**src/include/fwh_pkg.sv**
```systemverilog
package fwh_pkg;
	localparam int NBLK = 16;
	localparam int BLK_W = 4;
	localparam int CNT_W = 16;
	localparam int DATA_W = 16;
	localparam int ERR_W = 5;
	// tuning knobs; retirement must sit above refresh
	localparam logic [CNT_W-1:0] WEAR_SWAP_LIMIT = 16'h0064;
	localparam logic [ERR_W-1:0] REFRESH_THR = 5'h08;
	localparam logic [ERR_W-1:0] RETIRE_THR = 5'h0b;
	localparam logic [ERR_W-1:0] ECC_CAP = 5'h0c;
	localparam logic [CNT_W-1:0] CNT_MAX = 16'hffff;
	localparam logic [CNT_W-1:0] CNT_RST = 16'h0000;
	localparam logic [NBLK-1:0] FREE_RST = 16'hffff;
	localparam logic [NBLK-1:0] BAD_RST = 16'h0000;
	localparam logic SYNC_RST = 1'b0;
	localparam bit THR_ORDER_OK = RETIRE_THR > REFRESH_THR;

	typedef enum logic [1:0]
	{
		H_READ = 2'h0,
		H_WRITE = 2'h1,
		H_ERASE = 2'h2,
		H_ALLOC = 2'h3
	} fwh_hcmd_e;

	typedef enum logic [1:0]
	{
		F_READ = 2'h0,
		F_PROG = 2'h1,
		F_ERASE = 2'h2
	} fwh_fcmd_e;

	typedef enum logic [10:0]
	{
		S_IDLE = 11'h001,
		S_HRD = 11'h002,
		S_REF_ER = 11'h004,
		S_REF_PG = 11'h008,
		S_RET_PG = 11'h010,
		S_HPG = 11'h020,
		S_HER = 11'h040,
		S_SWP_RD = 11'h080,
		S_SWP_PG = 11'h100,
		S_SWP_ER = 11'h200,
		S_RESP = 11'h400
	} fwh_state_e;
endpackage

```
**src/hw/fwh_ecc_gate.sv**
```systemverilog
module fwh_ecc_gate (
	input wire logic [fwh_pkg::DATA_W-1:0] raw, // data as read
	input wire logic [fwh_pkg::DATA_W-1:0] mask, // bits flagged by ecc
	input wire logic [fwh_pkg::ERR_W-1:0] bits, // error bit count
	output logic [fwh_pkg::DATA_W-1:0] corr, // corrected data
	output logic [fwh_pkg::ERR_W-1:0] lvl, // measured level
	output logic uncorr // beyond correction
);
	import fwh_pkg::*;
	assign corr = raw ^ mask;
	assign lvl = bits;
	assign uncorr = bits > ECC_CAP;
endmodule

```
**src/hw/fwh_manager.sv**
```systemverilog
module fwh_manager (
	input wire logic clock, // core clock
	input wire logic rst_b, // async reset, low
	input wire logic supply_drop, // freeze level from supply monitor
	input wire logic host_req, // host request
	input wire fwh_pkg::fwh_hcmd_e host_cmd, // host command
	input wire logic [fwh_pkg::BLK_W-1:0] host_blk, // host block
	input wire logic [fwh_pkg::DATA_W-1:0] host_wdata, // host write data
	output logic host_ready, // request can be taken
	output logic host_done, // answer pulse
	output logic host_fail, // no spare or uncorrectable
	output logic [fwh_pkg::BLK_W-1:0] host_blk_out, // block in answer
	output logic [fwh_pkg::DATA_W-1:0] host_rdata, // corrected read data
	output logic fl_cmd_valid, // flash command pulse
	output fwh_pkg::fwh_fcmd_e fl_cmd, // flash command
	output logic [fwh_pkg::BLK_W-1:0] fl_blk, // flash block
	output logic [fwh_pkg::DATA_W-1:0] fl_wdata, // flash program data
	input wire logic fl_done, // flash operation finished
	input wire logic [fwh_pkg::DATA_W-1:0] fl_rdata, // raw read data
	input wire logic [fwh_pkg::DATA_W-1:0] fl_err_mask, // ecc flip mask
	input wire logic [fwh_pkg::ERR_W-1:0] fl_err_bits, // ecc error count
	output logic frozen // freeze in force
);
	import fwh_pkg::*;

	function automatic logic [BLK_W:0] first_free(input logic [NBLK-1:0] m);
		logic [BLK_W:0] r;
		r = '0;
		for (int i = NBLK - 1; i >= 0; i--)
		begin
			if (m[i])
				r = {1'b1, BLK_W'(i)};
		end
		return r;
	endfunction

	fwh_state_e state_reg;
	fwh_state_e state_next;
	logic frz;
	logic issued_reg;
	logic step;
	logic accept;
	logic [CNT_W-1:0] cnt_reg [NBLK];
	logic [NBLK-1:0] free_reg;
	logic [NBLK-1:0] bad_reg;
	logic [BLK_W-1:0] static_ptr_reg;
	logic static_valid_reg;
	logic [BLK_W-1:0] scan_reg;
	logic [BLK_W-1:0] cur_reg;
	logic [BLK_W-1:0] tgt_reg;
	logic [DATA_W-1:0] data_reg;
	logic [BLK_W:0] ff;
	logic found;
	logic [BLK_W-1:0] ff_idx;
	logic do_swap;
	logic [DATA_W-1:0] corr_data;
	logic [ERR_W-1:0] err_lvl;
	logic uncorr;
	logic flash_state;
	logic [CNT_W-1:0] fl_cnt;
	fwh_fcmd_e cmd_sel;
	logic [BLK_W-1:0] blk_sel;

	fwh_sync3 u_drop_sync (
		.clock(clock),
		.rst_b(rst_b),
		.d(supply_drop),
		.q(frz)
	);

	// every read result is corrected and its error level measured
	fwh_ecc_gate u_ecc (
		.raw(fl_rdata),
		.mask(fl_err_mask),
		.bits(fl_err_bits),
		.corr(corr_data),
		.lvl(err_lvl),
		.uncorr(uncorr)
	);

	assign ff = first_free(free_reg & ~bad_reg);
	assign found = ff[BLK_W];
	assign ff_idx = ff[BLK_W-1:0];
	assign step = issued_reg & fl_done;
	assign accept = host_req & host_ready & ~frz;
	assign do_swap = found && cnt_reg[ff_idx] > WEAR_SWAP_LIMIT
		&& static_valid_reg && static_ptr_reg != ff_idx;
	assign flash_state = state_reg != S_IDLE && state_reg != S_RESP;
	assign fl_cnt = cnt_reg[fl_blk];

	always_comb
	begin
		state_next = state_reg;
		unique case (state_reg)
			S_IDLE:
				if (accept)
				begin
					unique case (host_cmd)
						H_READ: state_next = S_HRD;
						H_WRITE: state_next = S_HPG;
						H_ERASE: state_next = S_HER;
						H_ALLOC: state_next = do_swap ? S_SWP_RD : S_RESP;
					endcase
				end
			S_HRD:
				if (step)
				begin
					if (uncorr)
						state_next = S_RESP;
					else if (err_lvl > RETIRE_THR && found)
						state_next = S_RET_PG;
					else if (err_lvl >= REFRESH_THR)
						state_next = S_REF_ER;
					else
						state_next = S_RESP;
				end
			S_REF_ER: if (step) state_next = S_REF_PG;
			S_SWP_RD: if (step) state_next = S_SWP_PG;
			S_SWP_PG: if (step) state_next = S_SWP_ER;
			S_REF_PG, S_RET_PG, S_HPG, S_HER, S_SWP_ER:
				if (step)
					state_next = S_RESP;
			// answer held back until the supply is good again
			S_RESP: if (!frz) state_next = S_IDLE;
			default: state_next = S_IDLE;
		endcase
	end

	always_comb
	begin
		cmd_sel = F_PROG;
		blk_sel = cur_reg;
		unique case (state_reg)
			S_HRD, S_SWP_RD: cmd_sel = F_READ;
			S_REF_ER, S_HER, S_SWP_ER: cmd_sel = F_ERASE;
			S_RET_PG, S_SWP_PG: blk_sel = tgt_reg;
			default: cmd_sel = F_PROG;
		endcase
	end

	// state only moves on flash completion while frozen
	always_ff @(posedge clock or negedge rst_b)
	begin
		if (!rst_b)
			state_reg <= S_IDLE;
		else
			state_reg <= state_next;
	end

	always_ff @(posedge clock or negedge rst_b)
	begin
		if (!rst_b)
		begin
			frozen <= 1'b0;
			host_ready <= 1'b0;
			host_done <= 1'b0;
		end
		else
		begin
			frozen <= frz;
			host_ready <= state_next == S_IDLE && !frz;
			host_done <= state_reg == S_RESP && !frz;
		end
	end

	// flash issue: nothing new starts while frozen, completions still land
	always_ff @(posedge clock or negedge rst_b)
	begin
		if (!rst_b)
		begin
			issued_reg <= 1'b0;
			fl_cmd_valid <= 1'b0;
			fl_cmd <= F_READ;
			fl_blk <= '0;
			fl_wdata <= '0;
		end
		else
		begin
			fl_cmd_valid <= 1'b0;
			if (step)
				issued_reg <= 1'b0;
			else if (flash_state && !issued_reg && !frz)
			begin
				issued_reg <= 1'b1;
				fl_cmd_valid <= 1'b1;
				fl_cmd <= cmd_sel;
				fl_blk <= blk_sel;
				fl_wdata <= data_reg;
			end
		end
	end

	// wear table; counts are volatile, reset clears them to CNT_RST
	always_ff @(posedge clock or negedge rst_b)
	begin
		if (!rst_b)
		begin
			for (int i = 0; i < NBLK; i++)
				cnt_reg[i] <= CNT_RST;
		end
		else if (step && fl_cmd == F_ERASE && fl_cnt != CNT_MAX)
			cnt_reg[fl_blk] <= fl_cnt + 16'h0001;
	end

	// job context and answer fields
	always_ff @(posedge clock or negedge rst_b)
	begin
		if (!rst_b)
		begin
			cur_reg <= '0;
			tgt_reg <= '0;
			data_reg <= '0;
			host_fail <= 1'b0;
			host_blk_out <= '0;
			host_rdata <= '0;
		end
		else if (accept)
		begin
			cur_reg <= host_blk;
			data_reg <= host_wdata;
			host_blk_out <= host_blk;
			host_fail <= 1'b0;
			if (host_cmd == H_ALLOC)
			begin
				host_fail <= !found;
				tgt_reg <= ff_idx;
				cur_reg <= do_swap ? static_ptr_reg : ff_idx;
				host_blk_out <= do_swap ? static_ptr_reg : ff_idx;
			end
		end
		else if (step && (state_reg == S_HRD || state_reg == S_SWP_RD))
		begin
			data_reg <= corr_data;
			tgt_reg <= state_reg == S_HRD ? ff_idx : tgt_reg;
			if (state_reg == S_HRD)
			begin
				host_rdata <= corr_data;
				host_fail <= uncorr;
			end
		end
		else if (step && state_reg == S_RET_PG)
			host_blk_out <= tgt_reg;
	end

	// spare pool and bad-block map
	always_ff @(posedge clock or negedge rst_b)
	begin
		if (!rst_b)
		begin
			free_reg <= FREE_RST;
			bad_reg <= BAD_RST;
		end
		else if (accept && host_cmd == H_ALLOC && found)
			free_reg[ff_idx] <= 1'b0;
		else if (step && state_reg == S_HER)
			free_reg[cur_reg] <= 1'b1;
		else if (step && state_reg == S_RET_PG)
		begin
			free_reg[tgt_reg] <= 1'b0;
			bad_reg[cur_reg] <= 1'b1;
		end
	end

	// rolling scan keeps the least-worn used block as static pointer
	always_ff @(posedge clock or negedge rst_b)
	begin
		if (!rst_b)
		begin
			scan_reg <= '0;
			static_ptr_reg <= '0;
			static_valid_reg <= 1'b0;
		end
		else
		begin
			scan_reg <= scan_reg + 4'h1;
			if (step && state_reg == S_SWP_ER)
			begin
				static_ptr_reg <= tgt_reg;
				static_valid_reg <= 1'b1;
			end
			else if (free_reg[static_ptr_reg] || bad_reg[static_ptr_reg])
				static_valid_reg <= 1'b0;
			else if (!free_reg[scan_reg] && !bad_reg[scan_reg]
				&& (!static_valid_reg
				|| cnt_reg[scan_reg] < cnt_reg[static_ptr_reg]))
			begin
				static_ptr_reg <= scan_reg;
				static_valid_reg <= 1'b1;
			end
		end
	end
endmodule

```
**src/hw/fwh_sync3.sv**
```systemverilog
module fwh_sync3 (
	input wire logic clock, // core clock
	input wire logic rst_b, // async reset, low
	input wire logic d, // asynchronous level
	output logic q // filtered level
);
	import fwh_pkg::*;
	logic s1_reg;
	logic s2_reg;
	logic s3_reg;

	always_ff @(posedge clock or negedge rst_b)
	begin
		if (!rst_b)
		begin
			s1_reg <= SYNC_RST;
			s2_reg <= SYNC_RST;
			s3_reg <= SYNC_RST;
			q <= SYNC_RST;
		end
		else
		begin
			s1_reg <= d;
			s2_reg <= s1_reg;
			s3_reg <= s2_reg;
			// take a change only once two late stages agree
			if (s2_reg == s3_reg)
				q <= s3_reg;
		end
	end
endmodule

```
**config.mk**
```make
export PLATFORM = sky130hd
export DESIGN_NAME = fwh_manager
export DESIGN_NICKNAME = d
export VERILOG_FILES = /design/src/include/fwh_pkg.sv /design/src/hw/fwh_ecc_gate.sv /design/src/hw/fwh_manager.sv /design/src/hw/fwh_sync3.sv
export SDC_FILE = /design/constraint.sdc
export NUM_CORES = 1
export LEC_CHECK = 0
export BUFFER_PORTS_ARGS = -buffer_cell sky130_fd_sc_hd__clkbuf_2
export CAP_MARGIN = 5
export CORE_ASPECT_RATIO = 0.75
export CORE_UTILIZATION = 60
export CTS_BUF_LIST = sky130_fd_sc_hd__clkbuf_4
export CTS_CLUSTER_SIZE = 12
export DETAILED_ROUTE_END_ITERATION = 10
export PLACE_DENSITY_LB_ADDON = 0.25
export SYNTH_ARGS = -nofsm -noshare
export SYNTH_HDL_FRONTEND = slang
export SYNTH_SLANG_ARGS = --single-unit
```
**constraint.sdc**
```tcl
create_clock -name clock -period 9.5 [get_ports clock]
set_clock_uncertainty 0.2 [all_clocks]
set_input_delay 1.425 -clock clock [delete_from_list [all_inputs] [get_ports clock]]
set_output_delay 1.425 -clock clock [all_outputs]
set_load 0.005 [all_outputs]
```
After elaboration in Yosys (flattened, before gate mapping):

Cells that the tools add are included.

* output and inout port bits: 47
* input bits: 64
* register bits: 384

* reduce and logical (&&, ||, !) cells: 51
* add/sub/neg operators: 2
* multiplexer cells: 88
* $lt $le $gt $ge: 18
* bitwise gates (word level): 21
* equal/unequal tests: 24

Operators with widths (number)
* $bmux W16 S4: 4
* $bwmux W256: 1
* $mux W16: 14
* $mux W11: 11
* $mux W5: 16
* $pmux W11 S7: 1
* $demux W16 S4: 1
* $mux W4: 13
* $and A16 B16 Y16: 3
* $not A16 Y16: 3
* $pmux W11 S4: 1
* $or A16 B16 Y16: 2
* $lt A4 B5 Y1 const B: 5
* $logic_and A1 B1 Y1: 23
* $eq A11 B1 Y1 const B: 2
* $ge A5 B5 Y1 const B: 4
* $not A4 Y5: 4
* $mux W1: 18
* $add A16 B1 Y16 const B: 1
* $bmux W1 S4: 4
* $gt A16 B7 Y1 const B: 1
* $lt A16 B16 Y1: 1
* $ne A16 B16 Y1 const B: 1
* $xor A16 B16 Y16: 1
* 37 further kinds: 69

Longest topological paths before layout:

Gate-level depths: netlist of the first run.

* depth in word-level cells: 32
* mapped depth: 22
* mapped depth without buffers: 18

By module:

From an unflattened synthesis of the first run, not the netlist that was laid out.

* cell total of the unflattened synthesis: 2050
* area total of the unflattened synthesis: 24676.2 um^2

Modules (own cells, without submodules)
* fwh_manager: seq. area each 9530.4 um^2, times used 1, cells each 2022, area each 24368.4 um^2
* fwh_ecc_gate: seq. area each 0.0 um^2, times used 1, cells each 23, area each 196.4 um^2
* fwh_sync3: seq. area each 100.1 um^2, times used 1, cells each 5, area each 111.4 um^2

Worst setup path before layout of the first run:

OpenSTA, ideal clock, no wires.

* path type: reg2reg
* start: reg fl_blk[1] (netlist name)
* end: reg cnt_reg[101] (netlist name)
* period minus slack after synthesis: 5319 ps
* library setup time: 125 ps
* path slack: 4181 ps
* required time: 9175 ps
* cell stages (with the launch flop): 17
* arrival time: 4995 ps
* path buffers: 6
* path through: dfrtp_1 > clkbuf_1 > clkbuf_1 > clkbuf_1 > buf_2 > mux4_2 > mux4_2 > clkbuf_1 > ha_1 > and2_1 > nand3_1 > nor3_1 > or4b_4 > or3_1 > nor2_1 > buf_2 > mux2_2

* word-level cells in the longest chain between the ends: 6

RTL lines
* from (decl): line fwh_manager.sv:16 `output logic [fwh_pkg::BLK_W-1:0] fl_blk,`
* from (signal assigned): line fwh_manager.sv:187 `fl_blk <= blk_sel;`
* $not A4 Y5 (not written as such) *: line fwh_manager.sv:89, fwh_manager.sv:202
* $bmux W16 S4, or another cell as far along: line fwh_manager.sv:89 `assign fl_cnt = cnt_reg[fl_blk];`
* $mux W16 (not written as such) or $logic_and A1 B1 Y1 (tied branches): line fwh_manager.sv:89, fwh_manager.sv:202
* $mux W16, on equally long branches: line fwh_manager.sv:89, fwh_manager.sv:202
* $add A16 B1 Y16, or another cell as far along: line fwh_manager.sv:202 `cnt_reg[fl_blk] <= fl_cnt + 16'h0001;`
* $bwmux W256 or $logic_and A1 B1 Y1 (tied branches): line fwh_manager.sv:202, fwh_manager.sv:201
* to (signal, indexed assignment): line fwh_manager.sv:202
* to (decl): line fwh_manager.sv:43 `logic [CNT_W-1:0] cnt_reg [NBLK];`

Mark *: on every way between the ends. The rest lies on a longest branch, timed or not. The select of a mux whose other input is x is not followed.
A chain may end at the register's enable or synchronous reset.

Final worst setup path of the first run:

* start: reg fl_blk[1] (netlist name)
* end: reg cnt_reg[143] (netlist name)

Same word-level chain as after synthesis.

==> results of run 1 <==
critical path: stages (launching register included):
cell	delay, ns
sky130_fd_sc_hd__dfrtp_4	0.77
sky130_fd_sc_hd__buf_4	0.67
sky130_fd_sc_hd__mux4_2	0.40
sky130_fd_sc_hd__mux4_2	0.70
sky130_fd_sc_hd__ha_1	0.31
sky130_fd_sc_hd__and2_1	0.24
sky130_fd_sc_hd__nand3_1	0.17
sky130_fd_sc_hd__nor3_1	0.08
sky130_fd_sc_hd__or4b_4	0.56
sky130_fd_sc_hd__or3_1	0.43
sky130_fd_sc_hd__nor2_2	0.95
sky130_fd_sc_hd__mux2_2	0.43
layer usage:
| metal | global-route usage [%] | wire length, µm | vias to the layer above |
|---|---|---|---|
| met3 | 17.8 | 12500 | 298 |
| met1 | 55.6 | 30800 | 10200 |
| met4 | 17.0 | 3620 | 0 |
| li1 | - | - | 8588 |
| met2 | 55.3 | 33100 | 1565 |
| met5 | 0 | 0 | - |
final cells by class:
cell class | instances | area share [%]
diodes | 8 | 0.0757
inverters | 33 | 0.469
multi-input cells | 1636 | 52.3
clock buffers | 140 | 3.98
clock inverters | 30 | 0.686
repair buffers | 158 | 3.53
well taps | 520 | 2.46
flip-flops and latches | 384 | 36.5
worst max-delay path by stage:
| stage | slack, ns | from | cells past startpoint | end |
|---|---|---|---|---|
| floorplan | 4.18 | fl_blk[1] | 16 | cnt_reg[101] |
| global placement | 3.57 | fl_blk[0] | 11 | cnt_reg[167] |
| detailed placement | 3.50 | fl_blk[0] | 11 | cnt_reg[175] |
| CTS | 3.45 | fl_blk[0] | 11 | cnt_reg[175] |
| global route | 3.15 | fl_blk[0] | 11 | cnt_reg[164] |
| finish | 3.40 | fl_blk[1] | 11 | cnt_reg[143] |
where the power goes:
group          leakage [nW]  switching, mW  internal (mW)
clock                 0.727          0.732          0.730
sequential             5.13          0.378           1.85
combinational          5.98          0.961          0.761
total                  11.8           2.07           3.34
cells in the mapped netlist (7+ instances only):
cell type                  count  area (µm²)
sky130_fd_sc_hd__a22oi_1      22         165
sky130_fd_sc_hd__dfrtp_1     367        9180
sky130_fd_sc_hd__a21o_1        9        67.6
sky130_fd_sc_hd__mux2_2      166        1870
sky130_fd_sc_hd__dfstp_2      17         447
sky130_fd_sc_hd__nor3_1       39         195
sky130_fd_sc_hd__nor2b_1      23         144
sky130_fd_sc_hd__buf_2        20         100
sky130_fd_sc_hd__nand3_1      33         165
sky130_fd_sc_hd__o31ai_1       9        67.6
sky130_fd_sc_hd__and3_1        7        43.8
sky130_fd_sc_hd__xnor2_1      32         280
sky130_fd_sc_hd__o211ai_1     16         120
sky130_fd_sc_hd__o311ai_0      7        61.3
sky130_fd_sc_hd__nand2b_1     22         138
sky130_fd_sc_hd__nor4_1       15        93.8
sky130_fd_sc_hd__a211oi_1     10        75.1
sky130_fd_sc_hd__nor2_1      168         631
sky130_fd_sc_hd__a21oi_1     113         566
sky130_fd_sc_hd__a221oi_1     17         149
sky130_fd_sc_hd__mux4_2      200        4500
sky130_fd_sc_hd__ha_1         17         213
sky130_fd_sc_hd__clkbuf_1    118         443
sky130_fd_sc_hd__a31oi_1      10        62.6
sky130_fd_sc_hd__o221ai_1     25         219
sky130_fd_sc_hd__nand2_1     300        1130
sky130_fd_sc_hd__mux2i_1      80         801
sky130_fd_sc_hd__or2_2         7        43.8
sky130_fd_sc_hd__or3_1        17         106
sky130_fd_sc_hd__mux2_4       10         150
sky130_fd_sc_hd__buf_1        22        82.6
sky130_fd_sc_hd__or4_1        10        75.1
sky130_fd_sc_hd__inv_1        30         113
sky130_fd_sc_hd__o21ai_0     149         746
sky130_fd_sc_hd__nand4_1      10        62.6
metrics by stage:
stage / util [%] / power [mW] / area [µm²] / setup slack [ns] / instances
after floorplan: - / 3.31 / 24200 / 4.18 / 2219
after global placement: 63.5 / 3.87 / 25200 / 3.57 / 2730
after detailed placement: 63.5 / 3.91 / 25200 / 3.50 / 2730
after CTS: 66.6 / 5.37 / 26400 / 3.45 / 2900
after global routing: 66.7 / 5.66 / 26400 / 3.15 / 2908
final: 66.7 / 5.41 / 26400 / 3.40 / 2909
logic make-up after synthesis:
family | count (synthesis)
xor gates and xnor gates | 38
muxes | 456
AOI/OAI and AO/OA | 445
and+or+nand+nor | 679
DFF | 384
buffers and inverters | 199
adders and majority gates | 18
==> reports/qor.log, run 1 <==
INFO  logic_synthesis synth_top_family_by_area=multiplexers
INFO  die            floorplan.initialDensity=61.0%
INFO  placed_design  gpl.final_weighted_congestion=1.02
INFO  final_layout   final_cell_mix=sky130_fd_sc_hd__dfrtp_1, sky130_fd_sc_hd__nand2_1, sky130_fd_sc_hd__mux4_2
INFO  grt            grt_util_all_layers=40.3%
INFO  placed_design  hpwl=53.7mm
INFO  logic_synthesis synth-main-ff-cell=sky130_fd_sc_hd__dfrtp_1
INFO  clock_tree     clkSinkCount=384
INFO  logic_synthesis seq_area_frac_synth=39.8%
INFO  die            die-area=41,100µm²
INFO  logic_synthesis synth_compound_gate_area_share=11.5%
INFO  clock_tree     clk_pin_slew=0.08ns
INFO  outcome        status=complete, no violations
INFO  worst_hold_path min_delay_path_depth=0
INFO  clock_tree     ctsHoldBuffers=0
INFO  logic_synthesis yosys.area_share.adder=0.921%
INFO  logic_synthesis netlist_instances=2,219
INFO  route          wire_per_inst=27.5µm
INFO  die            die_width=234µm
INFO  worst_hold_path worst_hold_startpoint=u_drop_sync.s1_reg
INFO  clock_tree     worstSkewPairLatency=0.91ns
INFO  placed_design  placement.io_buffers=110
INFO  clock_tree     cts_tree=built
INFO  clock_tree     ctsResizeCount=0
INFO  die            placementRows=63
INFO  clock_tree     post-cts-setup-buffer-count=0
INFO  sta            hold_viol_final=0
INFO  logic_synthesis synth.mux.area_fraction=30.3%
INFO  route          remaining_drc_errors=0
INFO  die            core_area=39,600µm²
INFO  grt            antenna_found_initial=3
INFO  logic_synthesis synth.net_count=2,300
INFO  power          irDropWorstVdd=0.154mV
INFO  flow_run       cap_violations=0
INFO  sta            holdWs=0.167ns
INFO  worst_hold_path tightest_hold_check_type=reg2reg
INFO  clock_tree     cts_root_buffer=sky130_fd_sc_hd__clkbuf_4
INFO  grt            number_of_global_route_vias_before_repair=20.3k
INFO  die            fp.dieH=176µm
INFO  logic_synthesis mappedNetlistArea=24,200µm²
INFO  sta            setup-violations-final=0
INFO  route          drt_pass1_iterations=6
INFO  final_layout   area_growth_syn_to_layout=9.35%
INFO  sta            timing_max_transition_violations_final=0
INFO  final_layout   drive_gt1_share=31.5%
INFO  final_layout   multiInputGateArea=13,800µm²
INFO  logic_synthesis synth-simple-area-share=12.7%
INFO  power          power.density=205nW/µm²
INFO  sta            tightestPinTransition=1.38ns
INFO  route          route.vias.total=20.6k
INFO  route          dr.first_iter.drc_count=2,749
INFO  logic_synthesis post_synth.cell_area_avg=10.9µm²
INFO  route          routed_wire_length=80.0mm
INFO  logic_synthesis yosys_register_bits=384
INFO  route          antenna_left=0
INFO  sta            totalNegativeSetupSlack=0ns
INFO  final_layout   layout.cells.most_common=sky130_fd_sc_hd__dfrtp_1
INFO  route          route.detailed.vias_per_inst=7.09
INFO  final_layout   num-nets-final=2,392
INFO  final_layout   layout.area.seq=9650µm²
INFO  worst_setup_path setup.worst_path.start_class=flip-flop
INFO  sta            max-slew-margin-rel=7.15%
INFO  clock_tree     cts_max_path_buffers=3
INFO  die            design.portCount=111
INFO  logic_synthesis post_synth_num_cell_types=75
INFO  sta            final.period_utilization=64.2%
INFO  worst_setup_path cp_data_arrival_time=6.65ns
INFO  logic_synthesis synthesis.yosys.warnings=0
INFO  grt            grt_start_max_net_pins=147
INFO  final_layout   largest_reg_flops=256
INFO  clock_tree     htree_num_levels=3
INFO  worst_setup_path ff_to_ff_path_depth=11
INFO  power          leakage=11.8nW
INFO  logic_synthesis async_set_or_reset_flop_fraction_in_the_synthesized_netlist=100%
INFO  sta            final.min_clock_period=6.10ns
INFO  worst_hold_path hold_path_end=u_drop_sync.s2_reg
INFO  sta            maxClockFrequency=164MHz
INFO  grt            gr-total-overflow=0
INFO  worst_setup_path setup.worst_path.class=reg2reg
INFO  sta            grt_setup_unrepaired=false
INFO  worst_setup_path critical_path.reg2reg.startpoint=fl_blk[1]
INFO  grt            grt_first_pass_wirelength=123mm
INFO  final_layout   filler_cell_count=3,050
INFO  clock_tree     cts_inserted_buffers=98
INFO  worst_setup_path worstReg2RegEnd=cnt_reg[143]
INFO  worst_setup_path timing.critical_path.fanout_max=45
INFO  worst_setup_path required=10.05ns
INFO  worst_setup_path ff2ff_setup_slack=3.40ns
INFO  worst_setup_path type_of_destination_of_the_critical_path=flip-flop
INFO  logic_synthesis synth_edf_count=0
INFO  logic_synthesis post_synth_xor_area_fraction=1.38%
No activity file was read; power rests on OpenSTA's default activity.
==> inputs of run 2 (changes only) <==
==> constraint.sdc (replaced) <==
create_clock -name clock -period 6.03 [get_ports clock]
set_clock_uncertainty 0.2 [all_clocks]
set_input_delay 0.9045 -clock clock [delete_from_list [all_inputs] [get_ports clock]]
set_output_delay 0.9045 -clock clock [all_outputs]
set_load 0.005 [all_outputs]
==> reports/qor.log, run 2 (same netlist as run 1, synthesis figures left out) <==
INFO  outcome        status=complete, no violations
INFO  worst_setup_path type_of_destination_of_the_critical_path=flip-flop
INFO  worst_setup_path timing.critical_path.fanout_max=35 [-22%]
INFO  final_layout   num-nets-final=2,438 [+1.9%]
INFO  worst_setup_path setup.worst_path.start_class=flip-flop
INFO  placed_design  placement.io_buffers=110 [unchanged]
INFO  placed_design  hpwl=57.8mm [+7.6%]
INFO  worst_hold_path min_delay_path_depth=2 [+2]
INFO  final_layout   drive_gt1_share=32.8% [+1.3 points]
INFO  clock_tree     htree_num_levels=3 [unchanged]
INFO  power          power.total=8.51mW [+57%]
INFO  clock_tree     cts_inserted_buffers=97 [-1.0%]
INFO  clock_tree     worstSkewPairLatency=0.87ns [-0.04 ns]
INFO  route          dr.first_iter.drc_count=2,739 [-0.36%]
INFO  sta            hold_viol_final=0 [unchanged]
INFO  grt            grt_first_pass_wirelength=127mm [+3.2%]
INFO  worst_setup_path setup.worst_path.class=reg2reg
INFO  route          antenna_left=0 [unchanged]
INFO  sta            final.period_utilization=91.2% [+27 points]
INFO  route          wire_per_inst=28.2µm [+2.4%]
INFO  placed_design  place_worst_setup_slack=0.617ns [-2.88 ns]
INFO  route          drt_pass1_iterations=8 [+2]
INFO  grt            gr-total-overflow=0 [unchanged]
INFO  sta            fin_ws=0.530ns [-2.87 ns]
INFO  sta            timing_max_transition_violations_final=0 [unchanged]
INFO  route          routed_wire_length=83.2mm [+4.0%]
INFO  flow_run       cap_violations=0 [unchanged]
INFO  route          route.vias.total=20.9k [+1.4%]
INFO  worst_setup_path ff_to_ff_path_depth=12 [+1]
INFO  grt            antenna_found_initial=4 [+1]
INFO  sta            setup-violations-final=0 [unchanged]
INFO  final_layout   layout.cells.most_common=sky130_fd_sc_hd__dfrtp_1
INFO  sta            maxClockFrequency=182MHz [+11%]
INFO  die            die_width=234µm [unchanged]
INFO  die            core_area=39,600µm² [unchanged]
INFO  final_layout   final_cell_mix=sky130_fd_sc_hd__dfrtp_1, sky130_fd_sc_hd__nand2_1, sky130_fd_sc_hd__mux4_2
INFO  die            design.portCount=111 [unchanged]
INFO  final_layout   area_growth_syn_to_layout=10.7%
INFO  worst_setup_path required=6.53ns [-3.52 ns]
INFO  worst_setup_path cp_data_arrival_time=6.00ns [-0.65 ns]
INFO  route          remaining_drc_errors=0 [unchanged]
INFO  die            fp.dieH=176µm [unchanged]
INFO  sta            totalNegativeSetupSlack=0ns [unchanged]
INFO  clock_tree     cts_tree=built
INFO  power          power.density=318nW/µm² [+55%]
INFO  sta            holdWs=0.0756ns [-0.0919 ns]
INFO  grt            grt_util_all_layers=41.8% [+1.5 points]
INFO  sta            tightestPinTransition=1.21ns [-0.172 ns]
INFO  grt            number_of_global_route_vias_before_repair=20.5k [+1.3%]
INFO  die            placementRows=63 [unchanged]
INFO  clock_tree     cts_max_path_buffers=3 [unchanged]
INFO  clock_tree     ctsResizeCount=0 [unchanged]
INFO  power          irDropWorstVdd=0.285mV [+85%]
INFO  clock_tree     cts_root_buffer=sky130_fd_sc_hd__clkbuf_4
INFO  clock_tree     clkSinkCount=384 [unchanged]
INFO  die            floorplan.initialDensity=61.0% [unchanged]
INFO  sta            grt_setup_unrepaired=false
INFO  sta            final.min_clock_period=5.50ns [-0.597 ns]
INFO  final_layout   largest_reg_flops=256 [unchanged]
INFO  clock_tree     clk_pin_slew=0.07ns [about the same]
INFO  grt            grt_start_max_net_pins=143 [-2.7%]
INFO  die            die-area=41,100µm² [unchanged]
INFO  sta            max-slew-margin-rel=19.3% [+12 points]
INFO  worst_hold_path tightest_hold_check_type=in2reg
INFO  power          leakage=12.1nW [+2.0%]
INFO  placed_design  gpl.final_weighted_congestion=1.03 [+0.61%]
INFO  route          route.detailed.vias_per_inst=7.08 [-0.21%]
-- run 2: changes by cell type in the layout (fill, tap and decap cells not counted), moves of 2 or more --
cell,previous run,this run
sky130_fd_sc_hd__clkinvlp_4,1,3
sky130_fd_sc_hd__clkinv_2,2,7
sky130_fd_sc_hd__xor2_1,4,6
sky130_fd_sc_hd__buf_4,47,91
sky130_fd_sc_hd__clkinv_4,2,4
sky130_fd_sc_hd__clkinv_1,24,22
sky130_fd_sc_hd__dlygate4sd3_1,0,2
sky130_fd_sc_hd__diode_2,8,3
sky130_fd_sc_hd__bufinv_16,2,0
sky130_fd_sc_hd__xor2_2,2,0
-- run 2: what timing repair did --
action	in CTS	in global routing
hold buffers	2	0
setup buffers	0	0
hold endpoints to repair	52	0
-- run 2: layer usage --
| layer | GRT usage (%) | part of all wire (%) |
|---|---|---|
| met5 | 0 | 0.016 |
| met4 | 19.0 | 4.6 |
| met3 | 16.7 | 15 |
| met2 | 57.2 | 41 |
| met1 | 58.2 | 39 |
-- run 2: worst max-delay path: stages (launching register included) --
cell                      delay, ns
sky130_fd_sc_hd__dfrtp_4       0.87
sky130_fd_sc_hd__buf_4         0.52
sky130_fd_sc_hd__mux4_2        0.55
sky130_fd_sc_hd__mux4_2        0.50
sky130_fd_sc_hd__and3_4        0.18
sky130_fd_sc_hd__and3_4        0.20
sky130_fd_sc_hd__nand3_1       0.13
sky130_fd_sc_hd__nor3_1        0.08
sky130_fd_sc_hd__or4b_4        0.55
sky130_fd_sc_hd__or3_1         0.44
sky130_fd_sc_hd__nor2_2        0.46
sky130_fd_sc_hd__buf_4         0.33
sky130_fd_sc_hd__mux2_2        0.36
-- run 2: final timing paths --
path	from	end	slack, ns
max	fl_blk[0]	cnt_reg[76]	0.53
min reg2reg	u_drop_sync.s1_reg	u_drop_sync.s2_reg	0.15
min	fl_done	issued_reg	0.08
max in group asynchronous	rst_b	cnt_reg[140]	4.00
min in group asynchronous	rst_b	cnt_reg[65]	0.42
max reg2reg	fl_blk[0]	cnt_reg[76]	0.53
-- run 2: report_power, final --
part           internal [mW]  total, mW  switching [mW]
Sequential              2.91       3.58           0.674
Combinational           1.23       2.69            1.46
Clock                   1.08       2.24            1.17
Total                   5.21       8.51            3.30
-- run 2: cell type report --
class                   count  area, µm²
multi-input cells        1636      13800
fillers                  3087      12900
flip-flops and latches    384       9650
repair buffers            205       1300
clock buffers             140       1050
well taps                 520        651
clock inverters            34        168
inverters                  33        124
diodes                      3       7.51
-- run 2: stage by stage --
stage	cell area [µm²]	util, %	std cells
finish	26800	67.5	2955
global route	26800	67.5	2955
global placement	25500	64.3	2775
detailed placement	25500	64.3	2775
floorplan	24200	-	2219
CTS	26700	67.4	2951
